===== src/sar_ctrl_pkg.sv =====
// constants, register map and carrier types for the converter control block
package sar_ctrl_pkg;

    localparam int unsigned DATA_W     = 10;
    localparam int unsigned TRIG_N     = 8;
    localparam int unsigned PRESC_W    = 7;
    localparam int unsigned CNT_W      = 5;

    // register byte offsets
    localparam logic [7:0] OFS_INPUT_SELECT = 8'h00;
    localparam logic [7:0] OFS_CONTROL_A    = 8'h04;
    localparam logic [7:0] OFS_CONTROL_B    = 8'h08;
    localparam logic [7:0] OFS_RESULT_LOW   = 8'h0c;
    localparam logic [7:0] OFS_RESULT_HIGH  = 8'h10;

    // input_select_reg fields
    localparam int unsigned POS_CHANNEL     = 0;
    localparam int unsigned POS_LEFT_ALIGN  = 5;
    localparam int unsigned POS_REFERENCE   = 6;

    // conv_control_a fields
    localparam int unsigned POS_PRESCALE    = 0;
    localparam int unsigned POS_FLAG        = 4;
    localparam int unsigned POS_AUTO        = 5;
    localparam int unsigned POS_START       = 6;
    localparam int unsigned POS_ENABLE      = 7;

    // conv_control_b fields
    localparam int unsigned POS_TRIG_SEL    = 0;
    localparam int unsigned POS_GAIN        = 4;

    // reset values
    localparam logic [7:0] RST_INPUT_SELECT = 8'h00;
    localparam logic [7:0] RST_CONTROL_B    = 8'h00;
    localparam logic [2:0] RST_PRESCALE     = 3'h0;

    // conversion lengths in converter clock cycles
    localparam logic [CNT_W-1:0] NORM_CYCLES  = 5'd13;
    localparam logic [CNT_W-1:0] FIRST_CYCLES = 5'd25;

    // trigger select code for back-to-back operation
    localparam logic [3:0] TRIG_FREE_RUN = 4'h0;

    typedef enum logic [1:0] {GAIN_5X, GAIN_10X, GAIN_20X, GAIN_40X} gain_type;

    typedef struct packed {
        logic       enable;
        logic       sample;
        logic       clk_tick;
        gain_type   gain;
        logic [1:0] reference;
        logic [3:0] channel;
    } ana_ctrl_type;

endpackage : sar_ctrl_pkg


===== src/sar_adc_conversion_control.sv =====
// apb-controlled conversion sequencer, result lock and trigger logic
// Function
// result is ten bits, right-justified by default, left-justified when align bit set.
// left-justified, the high byte alone carries the top eight bits.
// reading low byte locks both result bytes; completion while locked drops result.
// reading high byte releases the lock.
// completion flag still sets when a locked result is dropped.
// writing start bit runs one conversion; bit clears itself at completion.
// channel change during conversion waits until that conversion ends.
// auto-trigger enable starts conversions from source chosen by trigger select.
// rising trigger edge resets prescaler and starts a conversion.
// trigger still high at completion starts nothing; only new edge counts.
// trigger edge during conversion is ignored and not queued.
// trigger source flags set by events even with interrupts off.
// software clears a trigger source flag before the next event.
// completion flag as source gives back-to-back conversions after first start.
// software avoids back-to-back mode on amplified differential channels.
// start bit write launches one conversion even with auto-trigger on.
// start bit reads one during any conversion, acting as busy.
// reference selection applies whether or not converter is enabled.
// software should disable converter before entering sleep.
// channel field selects eleven pins, ground, bandgap and two amplified pairs.
// amplifier gain selects 5x, 10x, 20x or 40x.
// a normal conversion lasts thirteen converter clock cycles.
// first conversion after enable lasts twenty-five converter clock cycles.
// prescaler runs only while enabled, held in reset otherwise.
// completion writes result, sets flag, and clears start bit together.
// trigger edges found by comparing registered level with previous cycle.
// reset leaves converter idle, unlocked, with zero result bytes.
`timescale 1ns/10ps
module sar_adc_conversion_control
    import sar_ctrl_pkg::*;
#(
    parameter int unsigned TRIGGERS = TRIG_N
) (
    input  wire logic                pclk,
    input  wire logic                presetn,
    input  wire logic                psel,
    input  wire logic                penable,
    input  wire logic                pwrite,
    input  wire logic [31:0]         paddr,
    input  wire logic [31:0]         pwdata,
    output logic      [31:0]         prdata_q,
    output logic                     pready_q,
    output logic                     pslverr_q,
    input  wire logic [TRIGGERS-1:0] trig_src,
    input  wire logic [DATA_W-1:0]   conv_data,
    output ana_ctrl_type             ana_ctrl_q,
    output logic                     conv_done_q
);

    ////////////////////////////////////////////////////////////////////////
    // functions

    function automatic logic [15:0] place_result(input logic [DATA_W-1:0] v,
                                                 input logic left);
        if (left) begin
            place_result = {v, 6'h00};
        end else begin
            place_result = {6'h00, v};
        end
    endfunction : place_result

    function automatic logic [PRESC_W-1:0] presc_last(input logic [2:0] ps);
        logic [7:0] div;
        div = 8'h02 << ps;
        presc_last = div[PRESC_W-1:0] - 7'h01;
    endfunction : presc_last

    ////////////////////////////////////////////////////////////////////////
    // registers and nets

    logic [7:0]         input_select_q;
    logic [7:0]         control_b_q;
    logic [2:0]         prescale_q;
    logic               enable_q;
    logic               auto_q;
    logic               flag_q;
    logic               busy_q;
    logic               pend_q;
    logic               first_q;
    logic               lock_q;
    logic [15:0]        result_q;
    logic [PRESC_W-1:0] presc_q;
    logic [CNT_W-1:0]   cnt_q;
    logic               trig_lvl_q;
    logic               trig_prev_q;
    logic [3:0]         chan_live_q;
    logic [1:0]         gain_live_q;

    logic       setup;
    logic       access;
    logic       wr;
    logic       rd;
    logic [7:0] addr;
    logic       hit;
    logic       tick;
    logic       done;
    logic       free_run;
    logic       trig_sel;
    logic       trig_edge;
    logic       trig_start;
    logic       sw_start;
    logic       rd_low;
    logic       rd_high;
    logic [3:0] tsel;
    logic [CNT_W-1:0] conv_len;

    assign setup  = psel & ~penable;
    assign access = psel & penable & pready_q;
    assign wr     = access & pwrite;
    assign rd     = access & ~pwrite;
    assign addr   = paddr[7:0];
    assign hit    = (paddr[31:8] == 24'h000000) && (addr == OFS_INPUT_SELECT || addr == OFS_CONTROL_A
                    || addr == OFS_CONTROL_B || addr == OFS_RESULT_LOW || addr == OFS_RESULT_HIGH);
    assign rd_low  = rd & hit & (addr == OFS_RESULT_LOW);
    assign rd_high = rd & hit & (addr == OFS_RESULT_HIGH);
    assign tsel    = control_b_q[POS_TRIG_SEL +: 4];
    assign free_run = auto_q & (tsel == TRIG_FREE_RUN);
    assign sw_start = wr & hit & (addr == OFS_CONTROL_A) & pwdata[POS_START] & pwdata[POS_ENABLE];
    assign conv_len = first_q ? FIRST_CYCLES : NORM_CYCLES;

    ////////////////////////////////////////////////////////////////////////
    // apb slave, no wait state, answer registered

    always_ff @(posedge pclk or negedge presetn) begin
        if (!presetn) begin
            pready_q  <= 1'b0;
            pslverr_q <= 1'b0;
            prdata_q  <= 32'h00000000;
        end else begin
            pready_q  <= setup;
            pslverr_q <= setup & ~hit;
            if (setup && !pwrite && hit) begin
                if (addr == OFS_INPUT_SELECT) begin
                    prdata_q <= {24'h000000, input_select_q};
                end else if (addr == OFS_CONTROL_A) begin
                    prdata_q <= {24'h000000, enable_q, busy_q | pend_q, auto_q, flag_q, 1'b0, prescale_q};
                end else if (addr == OFS_CONTROL_B) begin
                    prdata_q <= {24'h000000, control_b_q};
                end else if (addr == OFS_RESULT_LOW) begin
                    prdata_q <= {24'h000000, result_q[7:0]};
                end else begin
                    prdata_q <= {24'h000000, result_q[15:8]};
                end
            end else begin
                prdata_q <= 32'h00000000;
            end
        end
    end

    ////////////////////////////////////////////////////////////////////////
    // software-written fields

    always_ff @(posedge pclk or negedge presetn) begin
        if (!presetn) begin
            input_select_q <= RST_INPUT_SELECT;
            control_b_q    <= RST_CONTROL_B;
            prescale_q     <= RST_PRESCALE;
            enable_q       <= 1'b0;
            auto_q         <= 1'b0;
        end else if (wr && hit) begin
            if (addr == OFS_INPUT_SELECT) begin
                input_select_q <= pwdata[7:0];
            end else if (addr == OFS_CONTROL_A) begin
                prescale_q <= pwdata[POS_PRESCALE +: 3];
                enable_q   <= pwdata[POS_ENABLE];
                auto_q     <= pwdata[POS_AUTO];
            end else if (addr == OFS_CONTROL_B) begin
                control_b_q <= pwdata[7:0];
            end
        end
    end

    ////////////////////////////////////////////////////////////////////////
    // prescaler

    // compare at or above the end so a smaller divide never lets the count wrap
    assign tick = enable_q & (presc_q >= presc_last(prescale_q));

    always_ff @(posedge pclk or negedge presetn) begin
        if (!presetn) begin
            presc_q <= '0;
        end else if (!enable_q || trig_start || tick) begin
            presc_q <= '0;
        end else begin
            presc_q <= presc_q + 7'h01;
        end
    end

    ////////////////////////////////////////////////////////////////////////
    // trigger edge detection

    assign trig_sel   = (tsel == TRIG_FREE_RUN) ? 1'b0 : trig_src[tsel[2:0]];
    assign trig_edge  = trig_lvl_q & ~trig_prev_q;
    assign trig_start = enable_q & auto_q & ~free_run & trig_edge & ~busy_q & ~pend_q;

    always_ff @(posedge pclk or negedge presetn) begin
        if (!presetn) begin
            trig_lvl_q  <= 1'b0;
            trig_prev_q <= 1'b0;
        end else begin
            trig_lvl_q  <= trig_sel;
            trig_prev_q <= trig_lvl_q;
        end
    end

    ////////////////////////////////////////////////////////////////////////
    // conversion sequencer

    assign done = busy_q & tick & (cnt_q == conv_len - 5'd1);

    always_ff @(posedge pclk or negedge presetn) begin
        if (!presetn) begin
            pend_q <= 1'b0;
        end else if (sw_start && !busy_q && !pend_q && !trig_start) begin
            // start may come in the same write that sets the enable
            pend_q <= 1'b1;
        end else if (!enable_q || (pend_q && tick)) begin
            pend_q <= 1'b0;
        end
    end

    always_ff @(posedge pclk or negedge presetn) begin
        if (!presetn) begin
            busy_q <= 1'b0;
            cnt_q  <= '0;
        end else if (!enable_q) begin
            busy_q <= 1'b0;
            cnt_q  <= '0;
        end else if (trig_start || (pend_q && tick)) begin
            busy_q <= 1'b1;
            cnt_q  <= '0;
        end else if (done) begin
            busy_q <= free_run;
            cnt_q  <= '0;
        end else if (busy_q && tick) begin
            cnt_q <= cnt_q + 5'd1;
        end
    end

    always_ff @(posedge pclk or negedge presetn) begin
        if (!presetn) begin
            first_q <= 1'b1;
        end else if (!enable_q) begin
            first_q <= 1'b1;
        end else if (done) begin
            first_q <= 1'b0;
        end
    end

    ////////////////////////////////////////////////////////////////////////
    // completion flag, set wins over write-one-clear

    always_ff @(posedge pclk or negedge presetn) begin
        if (!presetn) begin
            flag_q <= 1'b0;
        end else if (done) begin
            flag_q <= 1'b1;
        end else if (wr && hit && addr == OFS_CONTROL_A && pwdata[POS_FLAG]) begin
            flag_q <= 1'b0;
        end
    end

    ////////////////////////////////////////////////////////////////////////
    // result bytes and read lock

    always_ff @(posedge pclk or negedge presetn) begin
        if (!presetn) begin
            lock_q <= 1'b0;
        end else if (rd_high) begin
            lock_q <= 1'b0;
        end else if (rd_low) begin
            lock_q <= 1'b1;
        end
    end

    always_ff @(posedge pclk or negedge presetn) begin
        if (!presetn) begin
            result_q <= 16'h0000;
        end else if (done && !lock_q) begin
            result_q <= place_result(conv_data, input_select_q[POS_LEFT_ALIGN]);
        end
    end

    ////////////////////////////////////////////////////////////////////////
    // analog-side controls

    always_ff @(posedge pclk or negedge presetn) begin
        if (!presetn) begin
            chan_live_q <= 4'h0;
            gain_live_q <= 2'h0;
        end else if (!busy_q || done) begin
            chan_live_q <= input_select_q[POS_CHANNEL +: 4];
            gain_live_q <= control_b_q[POS_GAIN +: 2];
        end
    end

    always_ff @(posedge pclk or negedge presetn) begin
        if (!presetn) begin
            ana_ctrl_q  <= '0;
            conv_done_q <= 1'b0;
        end else begin
            ana_ctrl_q.enable    <= enable_q;
            ana_ctrl_q.sample    <= trig_start | (pend_q & tick) | (done & free_run);
            ana_ctrl_q.clk_tick  <= tick;
            ana_ctrl_q.gain      <= gain_type'(gain_live_q);
            ana_ctrl_q.reference <= input_select_q[POS_REFERENCE +: 2];
            ana_ctrl_q.channel   <= chan_live_q;
            conv_done_q          <= done;
        end
    end
endmodule : sar_adc_conversion_control


===== config.mk =====
export PLATFORM = sky130hd
export DESIGN_NAME = sar_adc_conversion_control
export DESIGN_NICKNAME = d
export VERILOG_FILES = /design/src/sar_ctrl_pkg.sv /design/src/sar_adc_conversion_control.sv
export SDC_FILE = /design/constraint.sdc
export NUM_CORES = 1
export LEC_CHECK = 0
export ABC_AREA = 1
export BUFFER_PORTS_ARGS = -buffer_cell sky130_fd_sc_hd__buf_4
export CAP_MARGIN = 20
export CORE_MARGIN = 2
export CORE_UTILIZATION = 30
export CTS_BUF_LIST = sky130_fd_sc_hd__clkbuf_4
export DETAILED_ROUTE_END_ITERATION = 8
export GPL_TIMING_DRIVEN = 0
export MAX_ROUTING_LAYER = met4
export PLACE_DENSITY_LB_ADDON = 0.1
export RECOVER_POWER = 50
export SKIP_CTS_REPAIR_TIMING = 1
export SYNTH_ARGS = -nofsm -noshare
export SYNTH_HDL_FRONTEND = slang
export SYNTH_SLANG_ARGS = --single-unit
export TNS_END_PERCENT = 30

===== constraint.sdc =====
create_clock -name pclk -period 2.29 [get_ports pclk]
set_clock_uncertainty 0.2 [all_clocks]
set_input_delay 0.3435 -clock pclk [delete_from_list [all_inputs] [get_ports pclk]]
set_output_delay 0.3435 -clock pclk [all_outputs]
set_load 0.03 [all_outputs]

==> results.cfg, run 1 <==
[global_route]
antenna_found_initial = 1
first_global_vias = 3661
grt-ovfl-total = 0
grt_max_degree = 85
grt_first_pass_wirelength_um = 18230
track_usage = 0.1610

[logic_synthesis]
yosysWarningCount = 0
yosys-top-cells-area = dfrtp_1, nand2_1, nor2_1
synth_area_um2 = 4308
yosysUniqueCellTypes = 36
synth_largest_area_cell = dfrtp_1
synthCells = 519
yosysTopAreaCellShare = 0.4821
ys_ff_latch = 84
ys_seq_area_frac = 0.4882
syn_area_per_cell_um2 = 8.300

[cts]
cts.path.max_buffers = 2
cts_tree = done
cts_buffers = 9
clock-sinks = 84
insertion_delay_ps = 450
cts_root_buf = clkbuf_4
clk_pin_slew_ps = 140
htree_levels = 3

[power]
p_switching_mw = 0.6766
ir_drop_v = 0.0001889
pwr-share-clk = 0.337
p_comb_frac = 0.105
p_per_area_nw_per_um2 = 460.8
p_int_mw = 1.984
swShare = 0.2543
p_seq_frac = 0.559
p_leak_nw = 2.864

[route]
vias = 3819
first_pass_iters = 4
drt_iter0_markers = 255
routed_wl_um = 11570
drc = 0
viasPerCell = 4.482
post_drt_wl_per_cell_um = 13.58
ant_nets = 0

[sta]
fmax_mhz = 428.9
fin_crit_sh = 1.018
period_needed_ps = 2332
worstMarginPinSlew_ps = 804.8
hold_viol = 5
setup_violations = 6
rsz0062_at_grt = true
worst_slack_ps = -41.75
hold_ws_ps = -21.41
relSlewSlack = 0.4635
slew_viol_final = 0

[flow_run]
drv_cap = 0

[critical_path]
criticalPathCategory = reg2reg
crit_chain = o21ai_2, ha_1, nand2_2, nor2_1, nand2_1, nand2_2, nand3_4, nor2_4, inv_4, nor2_2, nand2_1, nand2_1
critPathMaxStageDelay_ps = 480
start_kind = flop
critPathMaxFanout = 7
crit_path_end_kind = flop
worst_path_most_repeated_cell = nand2_1
crit_path_top_delay_cell = dfrtp_2
cp.arrival_ps = 2530
crit_required_ps = 2490

[min_path]
hold_class = in2reg

[floorplanning]
core-area_um2 = 13930
io_pins = 133
die_area_um2 = 15330
fp.dieW_um = 123.8
std_cell_rows = 43
die_h_um = 123.8
initial_core_util = 0.3091

[place]
gp_congestion = 0.8415
placed_area_um2 = 5250
dp_hpwl_um = 8597
io_buffers = 84

[run_status]
status = finished, violations left
violations = negative hold slack, negative setup slack

[final_layout]
fin_area_um2 = 5774
regArea_um2 = 2107
multi_input_area_um2 = 1903
fin_nets = 762
drive_gt1_frac = 0.2891
nFillCells = 1423
final_cell_mix = buf_4, nand2_1, dfrtp_1
mostFrequentLayoutCell = buf_4
area_growth_pct = 34.04
==> final cells by class <==
class | count | area share
Clock inverter | 4 | 0.008667
Buffer | 35 | 0.04659
Clock buffer | 12 | 0.01560
Inverter | 61 | 0.04009
Multi-Input combinational cell | 363 | 0.3296
Timing Repair Buffer | 112 | 0.1551
Antenna cell | 1 | 0.0004334
Tap cell | 180 | 0.03900
Sequential cell | 84 | 0.3649
==> sequential cells by signal (all words and copies together), names as in the netlist, 2 cells and up <==
name	cells
prdata_q	8
chan_live_q	4
presc_q	7
result_q	16
input_select_q	8
cnt_q	5
gain_live_q	2
prescale_q	3
control_b_q	8
ana_ctrl_q	11
==> metal layers <==
metal,global-route usage,routed length [um]
met2,0.2534,5441
met1,0.2057,5176
met3,0.02427,615
met5,-,0
met4,0.07244,335
==> critical path, delay by kind of cell (launching register included) <==
| family | cells | cell delay [ps] |
|---|---|---|
| AND/OR/NAND/NOR | 9 | 1130 |
| adder cells (fa/ha/maj) | 1 | 290 |
| buffers and inverters | 1 | 100 |
| flip-flops | 1 | 480 |
| AO/OA/AOI/OAI | 1 | 80 |
==> cells in the mapped netlist <==
master / n
o22ai_1: 5
or2_0: 2
o2111ai_1: 1
nand4_4: 1
o21ai_2: 8
clkbuf_1: 5
buf_2: 3
nor3_1: 4
inv_2: 9
nand3_4: 1
clkinv_1: 1
nand2_2: 4
buf_6: 3
nand3_2: 3
nor3_2: 1
inv_1: 51
nand2_1: 115
nand4_1: 17
buf_4: 24
nor2_8: 1
ha_1: 9
o21ai_1: 27
dfrtp_1: 83
nor2_2: 3
nor2b_1: 1
o21ai_0: 24
o31ai_1: 1
nand3_1: 30
and2_1: 2
a21oi_1: 12
xor2_1: 3
conb_1: 1
nor2_1: 57
nor3b_1: 3
dfstp_2: 1
nor2_4: 3
==> through the flow <==
step	utilization	instances	total power, mW	setup slack [ps]	TNS [ps]
finish	0.4144	852	2.661	-41.75	-121.1
global placement	0.3768	806	1.765	-203.7	-3690
floorplan	-	542	1.635	208.6	0
CTS	0.3868	822	2.653	-267.4	-6085
global route	0.4144	852	2.768	-121.6	-2449
detailed placement	0.3768	806	1.767	-243.2	-5153
==> kinds of logic after synthesis <==
logic type               synth area share
XOR/XNOR                         0.006100
AO/OA/AOI/OAI                      0.1005
other                           0.0008705
flip-flops                         0.4882
adder cells (fa/ha/maj)           0.02614
buffers and inverters              0.1107
AND/OR/NAND/NOR                    0.2675
==> path summary, 6_finish.rpt <==
kind,startpoint,end,slack [ps],cells past startpoint
setup / recovery,prescale_q[2]$_DFFE_PN0P_,result_q[9]$_DFFE_PN0P_,-40,12
hold / removal,conv_data[6],result_q[12]$_DFFE_PN0P_,-20,3
setup reg to reg,prescale_q[2]$_DFFE_PN0P_,result_q[9]$_DFFE_PN0P_,-40,12
hold reg to reg,trig_lvl_q$_DFF_PN0_,trig_prev_q$_DFF_PN0_,190,0
max in group asynchronous,presetn,prescale_q[1]$_DFFE_PN0P_,740,3
min in group asynchronous,presetn,input_select_q[3]$_DFFE_PN0P_,290,2
==> power by group through the flow <==
stage	Sequential, mW	Combinational, mW	Clock (mW)
4_1_cts	1.49	0.254	0.913
3_3_place_gp	1.51	0.251	0
2_1_floorplan	1.52	0.117	0
5_1_grt	1.49	0.307	0.974
3_5_place_dp	1.51	0.253	0
6_report	1.49	0.279	0.896
No activity file was read; power rests on OpenSTA's default activity.
==> run 2, diff against run 1 <==
BUFFER_PORTS_ARGS = not set   (was -buffer_cell sky130_fd_sc_hd__buf_4)
DONT_BUFFER_PORTS = 1   (was not set)
==> run 2 against run 1 <==
Compared with the run above:
- the flow finishes with violations (negative hold slack)
- largest cell class unchanged
- clock-buffer cell count fell by 3
- cell area fell by 11%
- sequential power is essentially flat
==> results.cfg, run 2 (synthesis results as in run 1) <==
[floorplanning]
die_h_um = 123.8
io_pins = 133
core-area_um2 = 13930
die_area_um2 = 15330
initial_core_util = 0.3091
std_cell_rows = 43
fp.dieW_um = 123.8

[final_layout]
multi_input_area_um2 = 1913
largest-register = result_q
nFillCells = 1447
regArea_um2 = 2107
final_cell_mix = nand2_1, dfrtp_1, nor2_1
fin_area_um2 = 5162
area_growth_pct = 19.84
mostFrequentLayoutCell = nand2_1
drive_gt1_frac = 0.1834
reg_top3 = result_q (16), ana_ctrl_q (11)
fin_nets = 681
stdcell_count = 770
final_util = 0.3705
largest_reg_flops = 16

[place]
dp.cells = 722
io_buffers = 0
gp_congestion = 0.8145
dp_hpwl_um = 8608
pre_cts_slack_ps = -212.9
placed_area_um2 = 4619

[sta]
hold_viol = 86
fmax_mhz = 441.1
setup_tns_ps = 0
worst_slack_ps = 22.74
relSlewSlack = 0.5757
hold_ws_ps = -632.4
fin_crit_sh = 0.9901
slew_viol_final = 0
worstMarginPinSlew_ps = 634.2
rsz0062_at_grt = true
setup_violations = 0
period_needed_ps = 2267

[power]
p_leak_nw = 2.459
p_per_area_nw_per_um2 = 484.3
ir_drop_v = 0.0001913
fin_total_pwr_mw = 2.500

[global_route]
antenna_found_initial = 1
grt_first_pass_wirelength_um = 18280
first_global_vias = 3513
grt-ovfl-total = 0
track_usage = 0.1634
grt_max_degree = 85

[route]
ant_nets = 0
drt_iter0_markers = 197
viasPerCell = 4.664
post_drt_wl_per_cell_um = 15.33
vias = 3591
routed_wl_um = 11800
first_pass_iters = 4
drc = 0

[cts]
cts_root_buf = clkbuf_4
clock-sinks = 84
htree_levels = 3
clk_pin_slew_ps = 140
insertion_delay_ps = 450
cts_tree = done
cts_buffers = 9
cts.path.max_buffers = 2

[critical_path]
criticalPathCategory = reg2reg
crit_required_ps = 2430
crit_chain = o21ai_1, ha_1, nand2_2, inv_1, a21oi_2, nand2_4, nand3_4, nor2_4, inv_4, buf_8, nor2_2, nor2_2, nand2_1
crit_path_top_delay_cell = dfrtp_2
cp.arrival_ps = 2410
crit_path_end = busy_q$_DFFE_PN0P_
critPathMaxStageDelay_ps = 470
crit_path_end_kind = flop
worst_path_most_repeated_cell = nor2_2
r2r-start = prescale_q[2]$_DFFE_PN0P_
startpoint = prescale_q[2]$_DFFE_PN0P_
regToRegEndpoint = busy_q$_DFFE_PN0P_
critPathMaxFanout = 10
rrSetupSlack_ps = 20
rr_worst_depth = 13
start_kind = flop

[min_path]
hold_class = in2async

[flow_run]
drv_cap = 0

[run_status]
status = finished, violations left
violations = negative hold slack
[run 2: layout make-up]
cell class,instances,share of cell area
flip-flops and latches,84,0.4081
multi-input cells,363,0.3706
repair buffers,31,0.05647
plain buffers,35,0.05187
inverters,61,0.04484
well taps,180,0.04363
clock buffers,9,0.01309
clock inverters,6,0.01091
diodes,1,0.0004847
[run 2: routing by layer]
metal / global-route usage / up-vias / part of all wire
met2: 0.2527 / 106 / 0.47
met4: 0.05753 / 0 / 0.021
met3: 0.03938 / 17 / 0.059
li1: - / 1771 / -
met5: - / - / 0
met1: 0.2095 / 1697 / 0.45
[run 2: worst min path at each step]
| stage | startpoint | end | cells past startpoint |
|---|---|---|---|
| 3_5_place_dp | presetn | ana_ctrl_q[4]$_DFF_PN0_ | 0 |
| 2_1_floorplan | presetn | ana_ctrl_q[0]$_DFF_PN0_ | 0 |
| 3_3_place_gp | presetn | ana_ctrl_q[4]$_DFF_PN0_ | 0 |
| 4_1_cts | presetn | control_b_q[1]$_DFFE_PN0P_ | 0 |
| 6_report | presetn | presc_q[2]$_DFF_PN0_ | 0 |
| 5_1_grt | presetn | prescale_q[2]$_DFFE_PN0P_ | 0 |
[run 2: report_power, final]
part | leakage (nW) | switching, mW | internal (mW)
Combinational | 1.32 | 0.0957 | 0.0668
Sequential | 1.07 | 0.00493 | 1.49
Clock | 0.0690 | 0.529 | 0.318
[run 2: critical path, delay by kind of cell, from the launching register on]
family	cells	cell delay, ps
AND/OR/NAND/NOR	7	590
flip-flops	1	470
buffers and inverters	3	320
adder cells (fa/ha/maj)	1	300
AO/OA/AOI/OAI	2	270
==> run 3, diff against run 2 <==
CORE_UTILIZATION = 38   (was 30)
==> run 3 against run 2 <==
Compared with the run above:
- the flow still finishes with violations (negative hold slack)
- fmax shrank 0.71%
- routed wire length shrank 7.4%
- via count grew 0.31%
- sequential power is essentially flat
- flip-flop and latch count is the same
- worst hold slack lost 9.9 ps
- first-iteration DRC count grew 20%
- critical path type unchanged
- critical endpoint is now result_q[6]$_DFFE_PN0P_
- highest routed layer unchanged
==> results.cfg, run 3 (synthesis results as in run 1) <==
[run_status]
status = finished, violations left
violations = negative hold slack

[min_path]
hold_class = in2async

[floorplanning]
die_area_um2 = 12200
io_pins = 133
core-area_um2 = 10940
die_h_um = 110.5
initial_core_util = 0.3939
fp.dieW_um = 110.5
std_cell_rows = 38

[route]
routed_wl_um = 10930
first_pass_iters = 4
post_drt_wl_per_cell_um = 14.98
viasPerCell = 4.934
ant_nets = 0
drc = 0
drt_iter0_markers = 237
vias = 3602

[place]
dp_hpwl_um = 7965
placed_area_um2 = 4569
io_buffers = 0
dp.cells = 682
gp_congestion = 0.8473

[sta]
setup_violations = 0
period_needed_ps = 2284
fmax_mhz = 437.9
fin_crit_sh = 0.9972
relSlewSlack = 0.5542
rsz0062_at_grt = true
slew_viol_final = 0
setup_tns_ps = 0
worstMarginPinSlew_ps = 666.2
hold_viol = 85
hold_ws_ps = -642.2

[final_layout]
final_util = 0.4654
mostFrequentLayoutCell = nand2_1
regArea_um2 = 2107
n_antenna_cell = 0
largest_reg_flops = 16
largest-register = result_q
reg_top3 = result_q (16), ana_ctrl_q (11)
final_cell_mix = nand2_1, dfrtp_1, nor2_1
drive_gt1_frac = 0.1780
stdcell_count = 730
nFillCells = 1094
fin_nets = 682
area_growth_pct = 18.15
multi_input_area_um2 = 1886
fin_area_um2 = 5090

[critical_path]
path_delay_family = simple AND/OR/NAND/NOR gates
crit_path_end_kind = flop
crit_required_ps = 2430
worstPathBufferInverterCount = 2
critPathMaxStageDelay_ps = 470
crit_chain = nor3_1, ha_1, nand2_1, nand3_1, nand2_1, nand2_2, nand3_4, nor2_4, inv_4, buf_8, o21ai_1, nand2_1
critPathMaxFanout = 10
criticalPathCategory = reg2reg
start_kind = flop
cp.arrival_ps = 2420
crit_path_top_delay_cell = dfrtp_2
worst_path_most_repeated_cell = nand2_1

[global_route]
first_global_vias = 3345
grt-ovfl-total = 0
grt_first_pass_wirelength_um = 17270
track_usage = 0.1842
grt_max_degree = 85
antenna_found_initial = 0

[cts]
cts_root_buf = clkbuf_4
htree_levels = 3
insertion_delay_ps = 460
cts.path.max_buffers = 2
clock-sinks = 84
cts_buffers = 9
clk_pin_slew_ps = 140
cts_tree = done

[power]
pwr-share-clk = 0.334
ir_drop_v = 0.0002946
p_leak_nw = 2.461
p_per_area_nw_per_um2 = 487.4
p_int_mw = 1.870
p_comb_frac = 0.066
p_switching_mw = 0.6107
swShare = 0.2462
p_seq_frac = 0.601

[flow_run]
drv_cap = 0
==> run 3: final timing paths <==
check / from / to / slack (ps) / cells past startpoint
min in group pclk: pwdata[6] / pend_q$_DFFE_PN0P_ / -10 / 4
hold / removal: presetn / trig_prev_q$_DFF_PN0_ / -640 / 0
setup reg to reg: prescale_q[0]$_DFFE_PN0P_ / result_q[6]$_DFFE_PN0P_ / 6 / 12
max in group asynchronous: presetn / first_q$_DFFE_PN1P_ / 2320 / 0
setup / recovery: prescale_q[0]$_DFFE_PN0P_ / result_q[6]$_DFFE_PN0P_ / 6 / 12
hold reg to reg: trig_lvl_q$_DFF_PN0_ / trig_prev_q$_DFF_PN0_ / 200 / 0
==> run 3: power by group through the flow <==
stage          clock network (mW)  logic (mW)  registers, mW
6_report                    0.828       0.163           1.49
5_1_grt                     0.921       0.176           1.49
4_1_cts                     0.857       0.126           1.49
3_5_place_dp                    0       0.125           1.52
3_3_place_gp                    0       0.125           1.52
2_1_floorplan                   0       0.117           1.52
==> run 3: worst reg2reg max path, stage by stage (launching register included) <==
cell and delay, ps:
dfrtp_2 470, nor3_1 210, ha_1 180, nand2_1 50, nand3_1 90, nand2_1 70
nand2_2 130, nand3_4 120, nor2_4 230, inv_4 90, buf_8 150, o21ai_1 120
nand2_1 70
==> run 3: per-stage QoR <==
stage | setup slack (ps) | power, mW | hold slack (ps)
floorplan | 208.6 | 1.635 | -152.1
global placement | -190.9 | 1.643 | -148.8
detailed placement | -215.5 | 1.643 | -147.9
CTS | -265.1 | 2.473 | -662.5
global route | -145.6 | 2.588 | -683.9
finish | 6.435 | 2.481 | -642.2
==> run 3: routing by layer <==
metal,up-vias,GRT usage,part of all wire
li1,1769,-,-
met1,1708,0.2419,0.46
met2,109,0.2777,0.47
met3,16,0.04775,0.048
met4,0,0.06333,0.018
met5,-,-,0
==> run 3: area by class of cell <==
| class | count | share of cell area |
|---|---|---|
| well taps | 140 | 0.03441 |
| clock inverters | 6 | 0.01106 |
| inverters | 61 | 0.04548 |
| plain buffers | 35 | 0.05285 |
| repair buffers | 32 | 0.05851 |
| clock buffers | 9 | 0.01327 |
| multi-input cells | 363 | 0.3705 |
| flip-flops and latches | 84 | 0.4140 |
